$ cat src/dsc_pkg.sv
// shared constants and types for the decoder speed and standby control
package dsc_pkg;

  // clock rates
  localparam int CLK_HZ     = 25_000_000;
  localparam int FIXED_HZ   = 16_000_000;
  localparam int HOST_LO_HZ = 4_000_000;
  localparam int HOST_HI_HZ = 12_000_000;

  // half periods in clk cycles, rounded down, never below one
  localparam int FIXED_HALF_RAW   = CLK_HZ / (2 * FIXED_HZ);
  localparam int HOST_LO_HALF_RAW = CLK_HZ / (2 * HOST_LO_HZ);
  localparam int HOST_HI_HALF_RAW = CLK_HZ / (2 * HOST_HI_HZ);
  localparam logic [7:0] FIXED_HALF =
    (FIXED_HALF_RAW < 1) ? 8'h01 : 8'(FIXED_HALF_RAW);
  localparam logic [7:0] HOST_LO_HALF =
    (HOST_LO_HALF_RAW < 1) ? 8'h01 : 8'(HOST_LO_HALF_RAW);
  localparam logic [7:0] HOST_HI_HALF =
    (HOST_HI_HALF_RAW < 1) ? 8'h01 : 8'(HOST_HI_HALF_RAW);

  // register byte offsets
  localparam logic [7:0] ADDR_SPD_A = 8'h00;
  localparam logic [7:0] ADDR_SPD_B = 8'h04;
  localparam logic [7:0] ADDR_CFG   = 8'h08;
  localparam logic [7:0] ADDR_STAT  = 8'h0c;

  // field positions
  localparam int SPD_A_DOUBLE = 3;
  localparam int SPD_A_STBY   = 0;
  localparam int SPD_B_QUAD   = 3;
  localparam int SPD_B_LTD    = 2;
  localparam int CFG_HOST12   = 0;
  localparam int CFG_PDM      = 1;

  // reset values
  localparam logic [3:0] SPD_A_RST = 4'h0;
  localparam logic [3:0] SPD_B_RST = 4'h0;
  localparam logic [3:0] CFG_RST   = 4'h0;

  // standby field codes
  localparam logic [1:0] STBY_NONE  = 2'h0;
  localparam logic [1:0] STBY_STOP  = 2'h1;
  localparam logic [1:0] STBY_PAUSE = 2'h2;

  // bus responses
  localparam logic [1:0] RESP_OKAY   = 2'h0;
  localparam logic [1:0] RESP_SLVERR = 2'h2;

  typedef enum logic [1:0] {
    SPD_X1 = 2'h0,
    SPD_X2 = 2'h1,
    SPD_X4 = 2'h2
  } dsc_speed_t;

  typedef enum logic [2:0] {
    ST_RUN   = 3'h1,
    ST_STOP  = 3'h2,
    ST_PAUSE = 3'h4
  } dsc_mode_t;

endpackage

$ cat src/dsc_div_if.sv
// link between the control logic and a clock divider
interface dsc_div_if;
  logic [7:0] halfCnt;
  logic       clkLevel;
  modport ctl (output halfCnt, input clkLevel);
  modport div (input halfCnt, output clkLevel);
endinterface

$ cat src/dsc_mode_ctrl.sv
// speed, lock-to-disc and standby control with an axi4-lite register slave
//
// Added by the designer: register access over AXI4-Lite and the placing of the registers.
module dsc_mode_ctrl
  import dsc_pkg::*;
#(
  parameter int ADDR_W = 4
) (
  input  wire logic              clk,
  input  wire logic              resetn,
  input  wire logic [ADDR_W-1:0] awaddr,
  input  wire logic              awvalid,
  output logic                   awready,
  input  wire logic [31:0]       wdata,
  input  wire logic [3:0]        wstrb,
  input  wire logic              wvalid,
  output logic                   wready,
  output logic [1:0]             bresp,
  output logic                   bvalid,
  input  wire logic              bready,
  input  wire logic [ADDR_W-1:0] araddr,
  input  wire logic              arvalid,
  output logic                   arready,
  output logic [31:0]            rdata,
  output logic [1:0]             rresp,
  output logic                   rvalid,
  input  wire logic              rready,
  input  wire logic [2:0]        serialAudioIn,
  input  wire logic              errorFlagIn,
  input  wire logic              biphaseIn,
  input  wire logic [1:0]        motorPwmIn,
  input  wire logic [1:0]        motorPdmIn,
  input  wire logic              correctionFlagIn,
  input  wire logic [1:0]        versatilePinIn,
  input  wire logic [2:0]        versatileFromCore,
  output logic [2:0]             serialAudioOut,
  output logic [2:0]             serialAudioOeN,
  output logic                   secondLevelErrorFlag,
  output logic                   secondLevelErrorFlagOeN,
  output logic                   biphaseMarkOutput,
  output logic                   biphaseMarkOutputOeN,
  output logic                   motorDriveOutA,
  output logic                   motorDriveOutB,
  output logic                   motorDriveOeN,
  output logic                   correctionFlagOutput,
  output logic                   correctionFlagOutputOeN,
  output logic [1:0]             versatileToCore,
  output logic [2:0]             versatilePinOut,
  output logic                   fixedClockOutput,
  output logic                   hostClockOutput,
  output logic [1:0]             overspeedFactor,
  output logic                   lockToDiscActive,
  output logic                   coreActive,
  output logic                   audioFeaturesOff,
  output logic                   ioShutdown,
  output logic                   subcodeActive
);

  // elaboration guard on the address width
  if (ADDR_W < 4 || ADDR_W > 32) begin : g_chk
    $error("ADDR_W must lie between 4 and 32");
  end

  logic [3:0]        speedA;
  logic [3:0]        speedB;
  logic [3:0]        clkCfg;
  logic [ADDR_W-1:0] awAddr;
  logic [31:0]       wData;
  logic [3:0]        wStrb;
  logic [1:0]        vSync1;
  dsc_speed_t        speed;
  dsc_speed_t        next_speed;
  dsc_mode_t         mode;
  dsc_mode_t         next_mode;

  logic              wrFire;
  logic              rdTake;
  logic              wrIsA;
  logic              wrIsB;
  logic              wrIsCfg;
  logic              wrIsStat;
  logic              wrMapped;
  logic              rdIsA;
  logic              rdIsB;
  logic              rdIsCfg;
  logic              rdIsStat;
  logic              rdMapped;
  logic [31:0]       rdMux;
  logic [31:0]       statWord;
  logic              standby;
  logic              stopMode;
  logic [1:0]        stbyField;

  // write happens once address and data are both held; unaffected by standby
  assign wrFire   = !awready && !wready && !bvalid;
  assign rdTake   = arvalid && arready;
  assign wrIsA    = (awAddr == ADDR_W'(ADDR_SPD_A));
  assign wrIsB    = (awAddr == ADDR_W'(ADDR_SPD_B));
  assign wrIsCfg  = (awAddr == ADDR_W'(ADDR_CFG));
  assign wrIsStat = (awAddr == ADDR_W'(ADDR_STAT));
  assign wrMapped = wrIsA || wrIsB || wrIsCfg || wrIsStat;

  // read decode and data selection
  assign rdIsA    = (araddr == ADDR_W'(ADDR_SPD_A));
  assign rdIsB    = (araddr == ADDR_W'(ADDR_SPD_B));
  assign rdIsCfg  = (araddr == ADDR_W'(ADDR_CFG));
  assign rdIsStat = (araddr == ADDR_W'(ADDR_STAT));
  assign rdMapped = rdIsA || rdIsB || rdIsCfg || rdIsStat;
  assign statWord = {26'h0, lockToDiscActive, mode, speed};
  assign rdMux    = rdIsA    ? {28'h0, speedA} :
                    rdIsB    ? {28'h0, speedB} :
                    rdIsCfg  ? {28'h0, clkCfg} :
                    rdIsStat ? statWord        : 32'h0;

  // write address and data channels, taken in either order
  always_ff @(posedge clk or negedge resetn) begin
    if (!resetn) begin
      awready <= 1'b1;
      wready  <= 1'b1;
      awAddr  <= '0;
      wData   <= 32'h0;
      wStrb   <= 4'h0;
    end else begin
      if (awvalid && awready) begin
        awready <= 1'b0;
        awAddr  <= awaddr;
      end
      if (wvalid && wready) begin
        wready <= 1'b0;
        wData  <= wdata;
        wStrb  <= wstrb;
      end
      if (bvalid && bready) begin
        awready <= 1'b1;
        wready  <= 1'b1;
      end
    end
  end

  // write response follows both channels
  always_ff @(posedge clk or negedge resetn) begin
    if (!resetn) begin
      bvalid <= 1'b0;
      bresp  <= RESP_OKAY;
    end else if (wrFire) begin
      bvalid <= 1'b1;
      bresp  <= wrMapped ? RESP_OKAY : RESP_SLVERR;
    end else if (bready) begin
      bvalid <= 1'b0;
    end
  end

  // read channel answers one cycle after the address is taken
  always_ff @(posedge clk or negedge resetn) begin
    if (!resetn) begin
      arready <= 1'b1;
      rvalid  <= 1'b0;
      rdata   <= 32'h0;
      rresp   <= RESP_OKAY;
    end else if (rdTake) begin
      arready <= 1'b0;
      rvalid  <= 1'b1;
      rdata   <= rdMux;
      rresp   <= rdMapped ? RESP_OKAY : RESP_SLVERR;
    end else if (rvalid && rready) begin
      arready <= 1'b1;
      rvalid  <= 1'b0;
    end
  end

  // control registers; byte lane 0 carries all fields, status is read only
  always_ff @(posedge clk or negedge resetn) begin
    if (!resetn) begin
      speedA <= SPD_A_RST;
      speedB <= SPD_B_RST;
      clkCfg <= CFG_RST;
    end else if (wrFire && wStrb[0]) begin
      if (wrIsA) speedA <= wData[3:0];
      if (wrIsB) speedB <= wData[3:0];
      if (wrIsCfg) clkCfg <= wData[3:0];
    end
  end

  // speed selection; both top bits together keep the old factor
  assign next_speed =
    (speedA[SPD_A_DOUBLE] && speedB[SPD_B_QUAD]) ? speed :
    speedA[SPD_A_DOUBLE] ? SPD_X2 :
    speedB[SPD_B_QUAD]   ? SPD_X4 : SPD_X1;

  // standby mode selection from the first speed register
  assign stbyField = speedA[SPD_A_STBY +: 2];
  always_comb begin
    case (stbyField)
      STBY_NONE:  next_mode = ST_RUN;
      STBY_STOP:  next_mode = ST_STOP;
      STBY_PAUSE: next_mode = ST_PAUSE;
      default:    next_mode = mode;
    endcase
  end

  // mode and speed state
  always_ff @(posedge clk or negedge resetn) begin
    if (!resetn) begin
      speed <= SPD_X1;
      mode  <= ST_RUN;
    end else begin
      speed <= next_speed;
      mode  <= next_mode;
    end
  end

  assign standby  = (mode != ST_RUN);
  assign stopMode = (mode == ST_STOP);

  // audio pins float in either standby mode
  always_ff @(posedge clk or negedge resetn) begin
    if (!resetn) begin
      serialAudioOut          <= 3'h0;
      serialAudioOeN          <= 3'h7;
      secondLevelErrorFlag    <= 1'b0;
      secondLevelErrorFlagOeN <= 1'b1;
      biphaseMarkOutput       <= 1'b0;
      biphaseMarkOutputOeN    <= 1'b1;
    end else begin
      serialAudioOut          <= serialAudioIn;
      serialAudioOeN          <= {3{standby}};
      secondLevelErrorFlag    <= errorFlagIn;
      secondLevelErrorFlagOeN <= standby;
      biphaseMarkOutput       <= biphaseIn;
      biphaseMarkOutputOeN    <= standby;
    end
  end

  // motor pins: floating in stop and reset, driving in run and pause
  always_ff @(posedge clk or negedge resetn) begin
    if (!resetn) begin
      motorDriveOutA <= 1'b0;
      motorDriveOutB <= 1'b0;
      motorDriveOeN  <= 1'b1;
    end else begin
      motorDriveOutA <= clkCfg[CFG_PDM] ? motorPdmIn[0] : motorPwmIn[0];
      motorDriveOutB <= clkCfg[CFG_PDM] ? motorPdmIn[1] : motorPwmIn[1];
      motorDriveOeN  <= stopMode;
    end
  end

  // mode status towards the core
  always_ff @(posedge clk or negedge resetn) begin
    if (!resetn) begin
      overspeedFactor  <= SPD_X1;
      lockToDiscActive <= 1'b0;
      coreActive       <= 1'b0;
      audioFeaturesOff <= 1'b0;
      ioShutdown       <= 1'b0;
      subcodeActive    <= 1'b0;
    end else begin
      overspeedFactor  <= next_speed;
      lockToDiscActive <= speedB[SPD_B_LTD];
      coreActive       <= 1'b1;
      audioFeaturesOff <= (next_mode != ST_RUN);
      ioShutdown       <= (next_mode == ST_STOP);
      subcodeActive    <= (next_mode != ST_STOP);
    end
  end

  // versatile pins and correction flag ignore the mode; pin inputs synchronised
  always_ff @(posedge clk or negedge resetn) begin
    if (!resetn) begin
      vSync1                  <= 2'h0;
      versatileToCore         <= 2'h0;
      versatilePinOut         <= 3'h0;
      correctionFlagOutput    <= 1'b0;
      correctionFlagOutputOeN <= 1'b1;
    end else begin
      vSync1                  <= versatilePinIn;
      versatileToCore         <= vSync1;
      versatilePinOut         <= versatileFromCore;
      correctionFlagOutput    <= 1'b0;
      correctionFlagOutputOeN <= correctionFlagIn;
    end
  end

  // clock outputs keep running whatever the mode
  dsc_div_if fixDiv ();
  dsc_div_if hostDiv ();

  assign fixDiv.halfCnt  = FIXED_HALF;
  assign hostDiv.halfCnt = clkCfg[CFG_HOST12] ? HOST_HI_HALF : HOST_LO_HALF;
  assign fixedClockOutput = fixDiv.clkLevel;
  assign hostClockOutput  = hostDiv.clkLevel;

  dsc_clk_div u_fix_div (
    .clk    (clk),
    .resetn (resetn),
    .link   (fixDiv.div)
  );

  dsc_clk_div u_host_div (
    .clk    (clk),
    .resetn (resetn),
    .link   (hostDiv.div)
  );
endmodule // dsc_mode_ctrl

$ cat src/dsc_clk_div.sv
// clock divider that toggles its output every programmed half period
module dsc_clk_div (
  input wire logic clk,
  input wire logic resetn,
  dsc_div_if.div   link
);

  logic [7:0] cnt;
  logic       wrap;

  // wrap when the half period has elapsed
  assign wrap = (cnt >= link.halfCnt - 8'h01);

  // count cycles and toggle the output level
  always_ff @(posedge clk or negedge resetn) begin
    if (!resetn) begin
      cnt           <= 8'h00;
      link.clkLevel <= 1'b0;
    end else if (wrap) begin
      cnt           <= 8'h00;
      link.clkLevel <= ~link.clkLevel;
    end else begin
      cnt           <= cnt + 8'h01;
    end
  end

endmodule // dsc_clk_div

$ cat config.mk
export PLATFORM = sky130hd
export DESIGN_NAME = dsc_mode_ctrl
export DESIGN_NICKNAME = d
export VERILOG_FILES = /design/src/dsc_pkg.sv /design/src/dsc_div_if.sv /design/src/dsc_mode_ctrl.sv /design/src/dsc_clk_div.sv
export SDC_FILE = /design/constraint.sdc
export NUM_CORES = 1
export LEC_CHECK = 0
export BUFFER_PORTS_ARGS = -buffer_cell sky130_fd_sc_hd__clkbuf_2
export CORE_MARGIN = 2
export CORE_UTILIZATION = 23
export CTS_CLUSTER_DIAMETER = 200
export CTS_CLUSTER_SIZE = 25
export DETAILED_ROUTE_END_ITERATION = 16
export MAX_ROUTING_LAYER = met4
export SYNTH_ARGS = -nofsm -noshare
export SYNTH_HDL_FRONTEND = slang
export SYNTH_SLANG_ARGS = --single-unit
export TNS_END_PERCENT = 10
$ cat constraint.sdc
create_clock -name clk -period 1.7 [get_ports clk]
set_input_delay 0.34 -clock clk [delete_from_list [all_inputs] [get_ports clk]]
set_output_delay 0.34 -clock clk [all_outputs]
set_load 0.005 [all_outputs]
==> impl_metrics.yaml, run 1 <==
synthesis:
  yosysTopAreaCell: "dfrtp_1"
  synth_top_area_frac: 0.564
  synth_area_mm2: 0.00284
  synth_cell_types: 32
  ys_seq_area_frac: 0.629
  avgSynthCellArea_um2: 12.8
  synthTopCellsByArea: "dfrtp_1, mux2_2, buf_4"
  yosysWarnings: 0
  ys_ff_latch: 71
  synth_cells: 221
sta:
  setup_violations: 0
  fin_crit_sh: 0.909
  finalHoldViolations: 0
  finalCriticalPeriod_ps: 1550
  hold_slack_ps: 20.6
  rsz0062_at_grt: "no"
  fmax_mhz: 647
  maxSlewViolCount: 0
  clock_skew_ps: 7.03
  setup-tns-final_ps: 0
route:
  wl_per_cell_um: 11.6
  dr_total_vias: 1820
  drcViolationCount: 0
  dr.pass1.iters: 4
  drt-total-wl_mm: 5.32
  first_iter_violations: 43
  ant_nets: 0
  via_per_inst: 3.96
worst_setup_path:
  worst-setup-path-type: "reg2reg"
  cp_max_fo: 6
  setup.worst_path.end_class: "flip-flop"
  startpoint_type: "flip-flop"
  worstPathArrival_ps: 1750
  crit_required_ps: 1910
clocking:
  postCtsSetupRepairBufs: 0
  clk_path_buf_depth: 2
  numCtsBuffers: 9
  cts-root-buf: "clkbuf_16"
  postCtsResizedCells: 0
  cts.clk_slew.worst_paths_ps: 60
  cts_hold_buf: 0
  cts_tree: "built"
  clk_latency_ps: 330
  clock_sinks: 71
  htree_levels: 3
global_route:
  grtUsageTotal: 0.0884
  grt_pass1_vias: 1770
  gr-total-overflow: 0
  antenna_found_initial: 0
  grt_max_degree: 72
  grt_pass1_wl_mm: 8.60
floorplan:
  die_area_mm2: 0.0132
  core_mm2: 0.0120
  io_pins: 136
  initial_core_util: 0.236
  die-height_um: 115
  die_w_um: 115
  rows: 40
power:
  power_frac_seq: 0.479
  power.internal_mw: 3.86
  powerDensity_mw_per_mm2: 1520
  combPwrFrac: 0.209
  clock_power_share: 0.312
  leakagePower_nw: 1.78
  p_sw_frac: 0.287
  p_switching_mw: 1.55
  vdd_drop_max_v: 0.000618
layout:
  nets: 376
  synthToLayoutAreaGrowth_pct: 25.6
  layout.cells.non_filler: 460
  fill_cells: 1227
  final_common_cell: "clkbuf_2"
  drive_gt1_frac: 0.396
  layout_common_cells: "clkbuf_2, dfrtp_1, conb_1"
  antenna_cells: 0
run:
  cap_violations: 0
min_path:
  hold_class: "in2async"
placement:
  port-buffer-count: 75
  dp.cells: 444
  place_congestion: 0.730
  place.detailed.hpwl_mm: 3.95
outcome:
  status: "complete, no violations"
[critical path: stages, from the launching register on]
cell and delay, ps:
dfrtp_1 440, nor3_4 270, nand4b_1 340, mux2_2 370
[per-stage QoR]
stage	power [mW]	worst slack [ps]	instance area [um^2]	util
6_report	5.41	155	3570	0.297
5_1_grt	5.81	79.5	3570	0.297
4_1_cts	5.51	151	3570	0.297
3_5_place_dp	3.79	164	3290	0.274
3_3_place_gp	3.73	188	3290	0.274
2_1_floorplan	3.28	440	2960	-
[routing by layer]
metal,part of all wire,GRT usage,vias to the layer above,wire (um)
li1,-,-,853,-
met1,0.46,0.114,859,2420
met2,0.45,0.122,101,2370
met3,0.088,0.0374,7,470
met4,0.0090,0.0361,0,48
met5,0,-,-,0
[worst paths after layout]
check,startpoint,to,slack (ps),cells past startpoint
min in group clk,correctionFlagIn,correctionFlagOutputOeN,90,1
hold / removal,resetn,bvalid,20,2
hold reg to reg,vSync1[1],versatileToCore[1],350,0
setup reg to reg,bvalid,clkCfg[3],150,3
setup / recovery,bvalid,clkCfg[3],150,3
max in group asynchronous,resetn,arready,1330,2
[layout make-up]
| type | instances | area (um^2) | area share |
|---|---|---|---|
| repair buffers | 78 | 410 | 0.115 |
| multi-input cells | 134 | 862 | 0.242 |
| well taps | 147 | 184 | 0.0516 |
| clock buffers | 13 | 250 | 0.0702 |
| inverters | 14 | 52.6 | 0.0147 |
| clock inverters | 3 | 21.3 | 0.00596 |
| flip-flops and latches | 71 | 1790 | 0.501 |
[flip-flops by register name (all words and copies together) (netlist names), 2 cells and up]
register / flops
versatileToCore: 2
u_host_div.cnt: 8
wData: 4
speedB: 4
mode: 3
speedA: 4
awAddr: 4
overspeedFactor: 2
serialAudioOut: 3
rdata: 6
clkCfg: 4
vSync1: 2
versatilePinOut: 3
[synth_stat cells (all sizes together)]
| library cell | n |
|---|---|
| nand3 | 5 |
| conb | 2 |
| nor2b | 1 |
| and3 | 1 |
| nor2 | 9 |
| nor3 | 2 |
| clkbuf | 1 |
| xnor2 | 1 |
| o31ai | 1 |
| mux2i | 1 |
| buf | 34 |
| dfrtp | 64 |
| dfstp | 7 |
| mux2 | 23 |
| nor3b | 1 |
| a21boi | 2 |
| nor4b | 1 |
| nand2 | 9 |
| nand2b | 1 |
| and2 | 3 |
| o2111ai | 4 |
| nand4b | 2 |
| nor4 | 1 |
| a21oi | 10 |
| inv | 14 |
| nand3b | 4 |
| ha | 2 |
| o21ai | 7 |
| or2 | 1 |
| a21o | 7 |
[power groups by stage]
stage	Clock (mW)	Combinational [mW]	Sequential (mW)
2_1_floorplan	0	0.734	2.55
3_3_place_gp	0	1.13	2.60
3_5_place_dp	0	1.16	2.63
4_1_cts	1.75	1.16	2.60
5_1_grt	1.84	1.29	2.68
6_report	1.68	1.13	2.59
[kinds of logic (layout without fill, tap and decap cells)]
group	after synthesis	after routing	synth area share
AO/OA/AOI/OAI	31	31	0.0688
AND/OR/NAND/NOR	41	41	0.0820
XOR/XNOR	1	1	0.00309
adder cells (fa/ha/maj)	2	2	0.00881
other	2	35	0.00265
multiplexers	24	24	0.0948
buffers and inverters	49	108	0.111
flip-flops	71	71	0.629
Note: power is estimated with default switching activity, not from simulation.
==> run 2, diff against run 1 <==
Settings changed: CORE_MARGIN 2 to 4, REMOVE_ABC_BUFFERS set to 1.
==> run 2 against run 1 <==
Effect of this change:
- worst hold slack improved by 73 ps
- register-to-register slack improved by 80 ps
- first-iteration DRC count rose by 70%
- flip-flop and latch count stayed put
- wire length up 4.9%
- critical path depth unchanged
- non-clock buffer count up 1
- fmax rose by 5.8%
- combinational power barely moved
- global-route usage decreased by 0.13 points
- clock power increased by 3%
- design area is 1.8% higher
- highest routed layer unchanged
==> impl_metrics.yaml, run 2 (synthesized netlist as in run 1, its figures left out) <==
outcome:
  status: "complete, no violations"
sta:
  setup-tns-final_ps: 0
  fmax_mhz: 685
  rsz0062_at_grt: "no"
  fin_crit_sh: 0.859
  finalHoldViolations: 0
  worst_pin_slew_ps: 519
  hold_slack_ps: 93.3
  setup_violations: 0
  relSlewSlack: 0.654
  finalCriticalPeriod_ps: 1460
  clock_skew_ps: 5.33
  maxSlewViolCount: 0
layout:
  synthToLayoutAreaGrowth_pct: 27.8
  antenna_cells: 0
  largest_register_ffs: 8
  layout_common_cells: "clkbuf_2, dfrtp_1, conb_1"
  final_common_cell: "clkbuf_2"
  multi_input_area_um2: 862
  top_regs: "u_host_div.cnt: 8 flops, rdata: 6 flops"
  drive_gt1_frac: 0.404
  nets: 377
  fill_cells: 1237
  regArea_mm2: 0.00179
  top_register: "u_host_div.cnt"
worst_setup_path:
  startpoint_type: "flip-flop"
  startpoint: "bvalid"
  cp_slowest_cell: "dfrtp_1"
  setup.worst_path.end_class: "flip-flop"
  r2r-start: "bvalid"
  path_cells: "nor3_4 > nand4b_1 > mux2_2"
  cp_max_fo: 6
  crit_required_ps: 1910
  max_stage_delay_ps: 430
  worstPathArrival_ps: 1670
  worst-setup-path-type: "reg2reg"
floorplan:
  initial_core_util: 0.235
  io_pins: 136
  die-height_um: 119
  die_area_mm2: 0.0142
  core_mm2: 0.0121
  rows: 40
  die_w_um: 119
clocking:
  clock_sinks: 71
  cts_tree: "built"
  postCtsSetupRepairBufs: 0
  cts-root-buf: "clkbuf_16"
  clk_path_buf_depth: 2
  htree_levels: 3
  postCtsResizedCells: 0
  clk_latency_ps: 330
  cts.clk_slew.worst_paths_ps: 60
  numCtsBuffers: 9
route:
  dr_total_vias: 1823
  drcViolationCount: 0
  via_per_inst: 3.78
  dr.pass1.iters: 4
  drt-total-wl_mm: 5.57
  wl_per_cell_um: 11.6
  ant_nets: 0
  first_iter_violations: 73
power:
  powerDensity_mw_per_mm2: 1500
  vdd_drop_max_v: 0.000777
  leakagePower_nw: 1.79
placement:
  place_congestion: 0.729
  port-buffer-count: 75
  place.detailed.hpwl_mm: 4.25
min_path:
  hold_class: "in2reg"
  min_from: "correctionFlagIn"
run:
  cap_violations: 0
global_route:
  grt_pass1_wl_mm: 9.41
  antenna_found_initial: 0
  gr-total-overflow: 0
  grtUsageTotal: 0.0871
  grt_max_degree: 28
  grt_pass1_vias: 1874
[run 2: cell types whose count changed in the layout (fill, tap and decap cells not counted)]
cell,before,now
buf_12,1,2
buf_4,2,1
clkbuf_1,3,0
clkbuf_8,1,2
clkinv_2,1,2
clkinv_4,1,0
clkinvlp_4,1,3
dlygate4sd3_1,0,1
[run 2: power breakdown]
group | total (mW) | switching (mW) | internal [mW] | leakage [nW]
Sequential | 2.61 | 0.395 | 2.21 | 0.860
Combinational | 1.12 | 0.511 | 0.606 | 0.800
Clock | 1.73 | 0.672 | 1.06 | 0.134
Total | 5.46 | 1.58 | 3.88 | 1.79
[run 2: final timing paths]
path	cells after the start	slack [ps]	to
worst max-delay path	3	240	speedB[2]
worst min register to register	0	350	versatileToCore[0]
max in group asynchronous	3	580	awready
worst min-delay path	1	90	correctionFlagOutputOeN
worst max register to register	3	240	speedB[2]
min in group asynchronous	2	520	overspeedFactor[0]
[run 2: layout make-up]
| class | instances | area share |
|---|---|---|
| Clock buffer | 11 | 0.0697 |
| Timing Repair Buffer | 79 | 0.119 |
| Clock inverter | 5 | 0.00897 |
| Multi-Input combinational cell | 134 | 0.238 |
| Sequential cell | 71 | 0.492 |
| Tap cell | 168 | 0.0579 |
| Inverter | 14 | 0.0145 |
[run 2: worst max-delay path, delay by kind of cell (launching register included)]
kind             cells  cell delay, ps
DFF                  1             430
and+or+nand+nor      2             560
muxes                1             350
[run 2: per-stage QoR]
step	worst slack [ps]	util	power (mW)	area [um^2]	cells
global placement	239	0.276	3.73	3330	465
floorplan	440	-	3.16	2700	219
global route	117	0.301	5.84	3630	482
detailed placement	236	0.276	3.78	3330	465
CTS	220	0.301	5.56	3630	482
finish	239	0.301	5.46	3630	482
[run 2: layer usage]
| metal | GRT usage | up-vias | routed length [um] |
|---|---|---|---|
| met5 | - | - | 0 |
| met3 | 0.0394 | 13 | 597 |
| li1 | - | 860 | - |
| met2 | 0.117 | 104 | 2290 |
| met4 | 0.0304 | 0 | 76 |
| met1 | 0.115 | 846 | 2610 |
[run 2: what timing repair did]
| item | in CTS | in global routing |
|---|---|---|
| hold buffers | 1 | 0 |
| hold endpoints to repair | 15 | 0 |
| endpoints found under the setup margin | 0 | 0 |
==> run 3, diff against run 2 <==
Settings changed: CAP_MARGIN set to 40, GPL_TIMING_DRIVEN set to 0.
==> run 3 against run 2 <==
Effect of this change:
- die area is the same
- total power grew 2.7%
- non-clock buffer count shrank 2
- clock power grew 9%
- core utilization grew 0.062 points
- via count shrank 1.7%
==> impl_metrics.yaml, run 3 (synthesized netlist as in run 1, its figures left out) <==
floorplan:
  io_pins: 136
  die-height_um: 119
  die_w_um: 119
  rows: 40
  initial_core_util: 0.235
  die_area_mm2: 0.0142
  core_mm2: 0.0121
sta:
  maxSlewViolCount: 0
  fmax_mhz: 686
  relSlewSlack: 0.534
  finalHoldViolations: 0
  clock_skew_ps: 3.76
  fin_crit_sh: 0.857
  finalCriticalPeriod_ps: 1460
  worst_pin_slew_ps: 693
  rsz0062_at_grt: "no"
  hold_slack_ps: 92.5
  fin_ws_ps: 243
  setup_violations: 0
route:
  wl_per_cell_um: 11.7
  ant_nets: 0
  dr.pass1.iters: 4
  drcViolationCount: 0
  dr_total_vias: 1792
  first_iter_violations: 64
  via_per_inst: 3.73
  drt-total-wl_mm: 5.59
outcome:
  status: "complete, no violations"
placement:
  dp.cells: 463
  placed_cell_area_mm2: 0.00332
  place_congestion: 0.727
  place.detailed.hpwl_mm: 4.22
  dp_slack_ps: 193
  port-buffer-count: 75
layout:
  top_regs: "u_host_div.cnt: 8 flops, rdata: 6 flops"
  synthToLayoutAreaGrowth_pct: 28.1
  top_register: "u_host_div.cnt"
  stdcell_area_mm2: 0.00364
  final_common_cell: "clkbuf_2"
  layout.cells.non_filler: 480
  antenna_cells: 0
  layout_common_cells: "clkbuf_2, dfrtp_1, conb_1"
  drive_gt1_frac: 0.397
  nets: 375
  largest_register_ffs: 8
clocking:
  postCtsSetupRepairBufs: 0
  numCtsBuffers: 9
  cts.clk_slew.worst_paths_ps: 50
  clk_path_buf_depth: 2
  clock_sinks: 71
  cts_tree: "built"
  cts-root-buf: "clkbuf_16"
  clk_latency_ps: 320
  htree_levels: 3
global_route:
  grt_pass1_vias: 1854
  gr-total-overflow: 0
  grt_pass1_wl_mm: 9.09
  antenna_found_initial: 0
  grtUsageTotal: 0.0858
  grt_max_degree: 60
min_path:
  hold_class: "in2reg"
run:
  cap_violations: 0
worst_setup_path:
  cp_max_fo: 6
  cp_slowest_cell: "dfstp_2"
  crit_required_ps: 1910
  max_stage_delay_ps: 390
  endpoint: "speedB[0]"
  rr_worst_depth: 3
  path_cells: "nor3_4 > nand4b_1 > mux2_2"
  setup.worst_path.end_class: "flip-flop"
  startpoint: "awready"
  r2r_end: "speedB[0]"
  r2r-start: "awready"
  startpoint_type: "flip-flop"
  worstPathArrival_ps: 1670
  rrSetupSlack_ps: 240
  worst-setup-path-type: "reg2reg"
power:
  vdd_drop_max_v: 0.000851
  powerDensity_mw_per_mm2: 1540
  leakagePower_nw: 1.80
-- run 3: cell types whose count changed in the layout (fill, tap and decap cells not counted), sizes merged --
cell	previous run	this run
buf	4	1
clkbuf	85	88
clkinvlp	3	0
bufinv	0	1
-- run 3: routing by layer --
layer  track usage  routed length [um]  vias to the layer above
met5             -                   0                        -
met4        0.0282                  55                        0
met3        0.0432                 581                        7
met2         0.118                2400                      101
met1         0.109                2560                      832
li1              -                   -                      852
-- run 3: repair_timing --
action                    CTS  global route
hold endpoints to repair   11             0
hold buffers                1             0
resized for setup           0             0
-- run 3: final cells by class --
cell class	instances	area, um^2
well taps	168	210
multi-input cells	134	862
inverters	14	52.6
flip-flops and latches	71	1790
clock inverters	3	40.0
fillers	1226	8430
repair buffers	77	415
clock buffers	13	270
-- run 3: per-stage QoR --
step	TNS (ps)	power [mW]	utilization
after floorplan	0	3.16	-
after global placement	-13760	3.71	0.272
after detailed placement	0	3.78	0.275
after CTS	0	5.72	0.301
after global routing	0	6.00	0.301
final	0	5.61	0.301
-- run 3: how the worst min path moves through the flow --
stage | start | end | cells past startpoint
after floorplan | resetn | audioFeaturesOff | 0
after global placement | vSync1[1] | versatileToCore[1] | 0
after detailed placement | resetn | rdata[4] | 1
after CTS | correctionFlagIn | correctionFlagOutputOeN | 1
after global routing | correctionFlagIn | correctionFlagOutputOeN | 1
final | correctionFlagIn | correctionFlagOutputOeN | 1
-- run 3: power by group --
| group | switching [mW] | internal (mW) | leakage (nW) |
|---|---|---|---|
| combinational | 0.500 | 0.603 | 0.789 |
| sequential | 0.394 | 2.22 | 0.860 |
| clock | 0.644 | 1.25 | 0.156 |
| total | 1.54 | 4.07 | 1.80 |
-- run 3: critical path, delay by kind of cell, from the launching register on --
family,cells,cell delay (ps)
flops,1,390
simple gates,2,590
mux,1,360
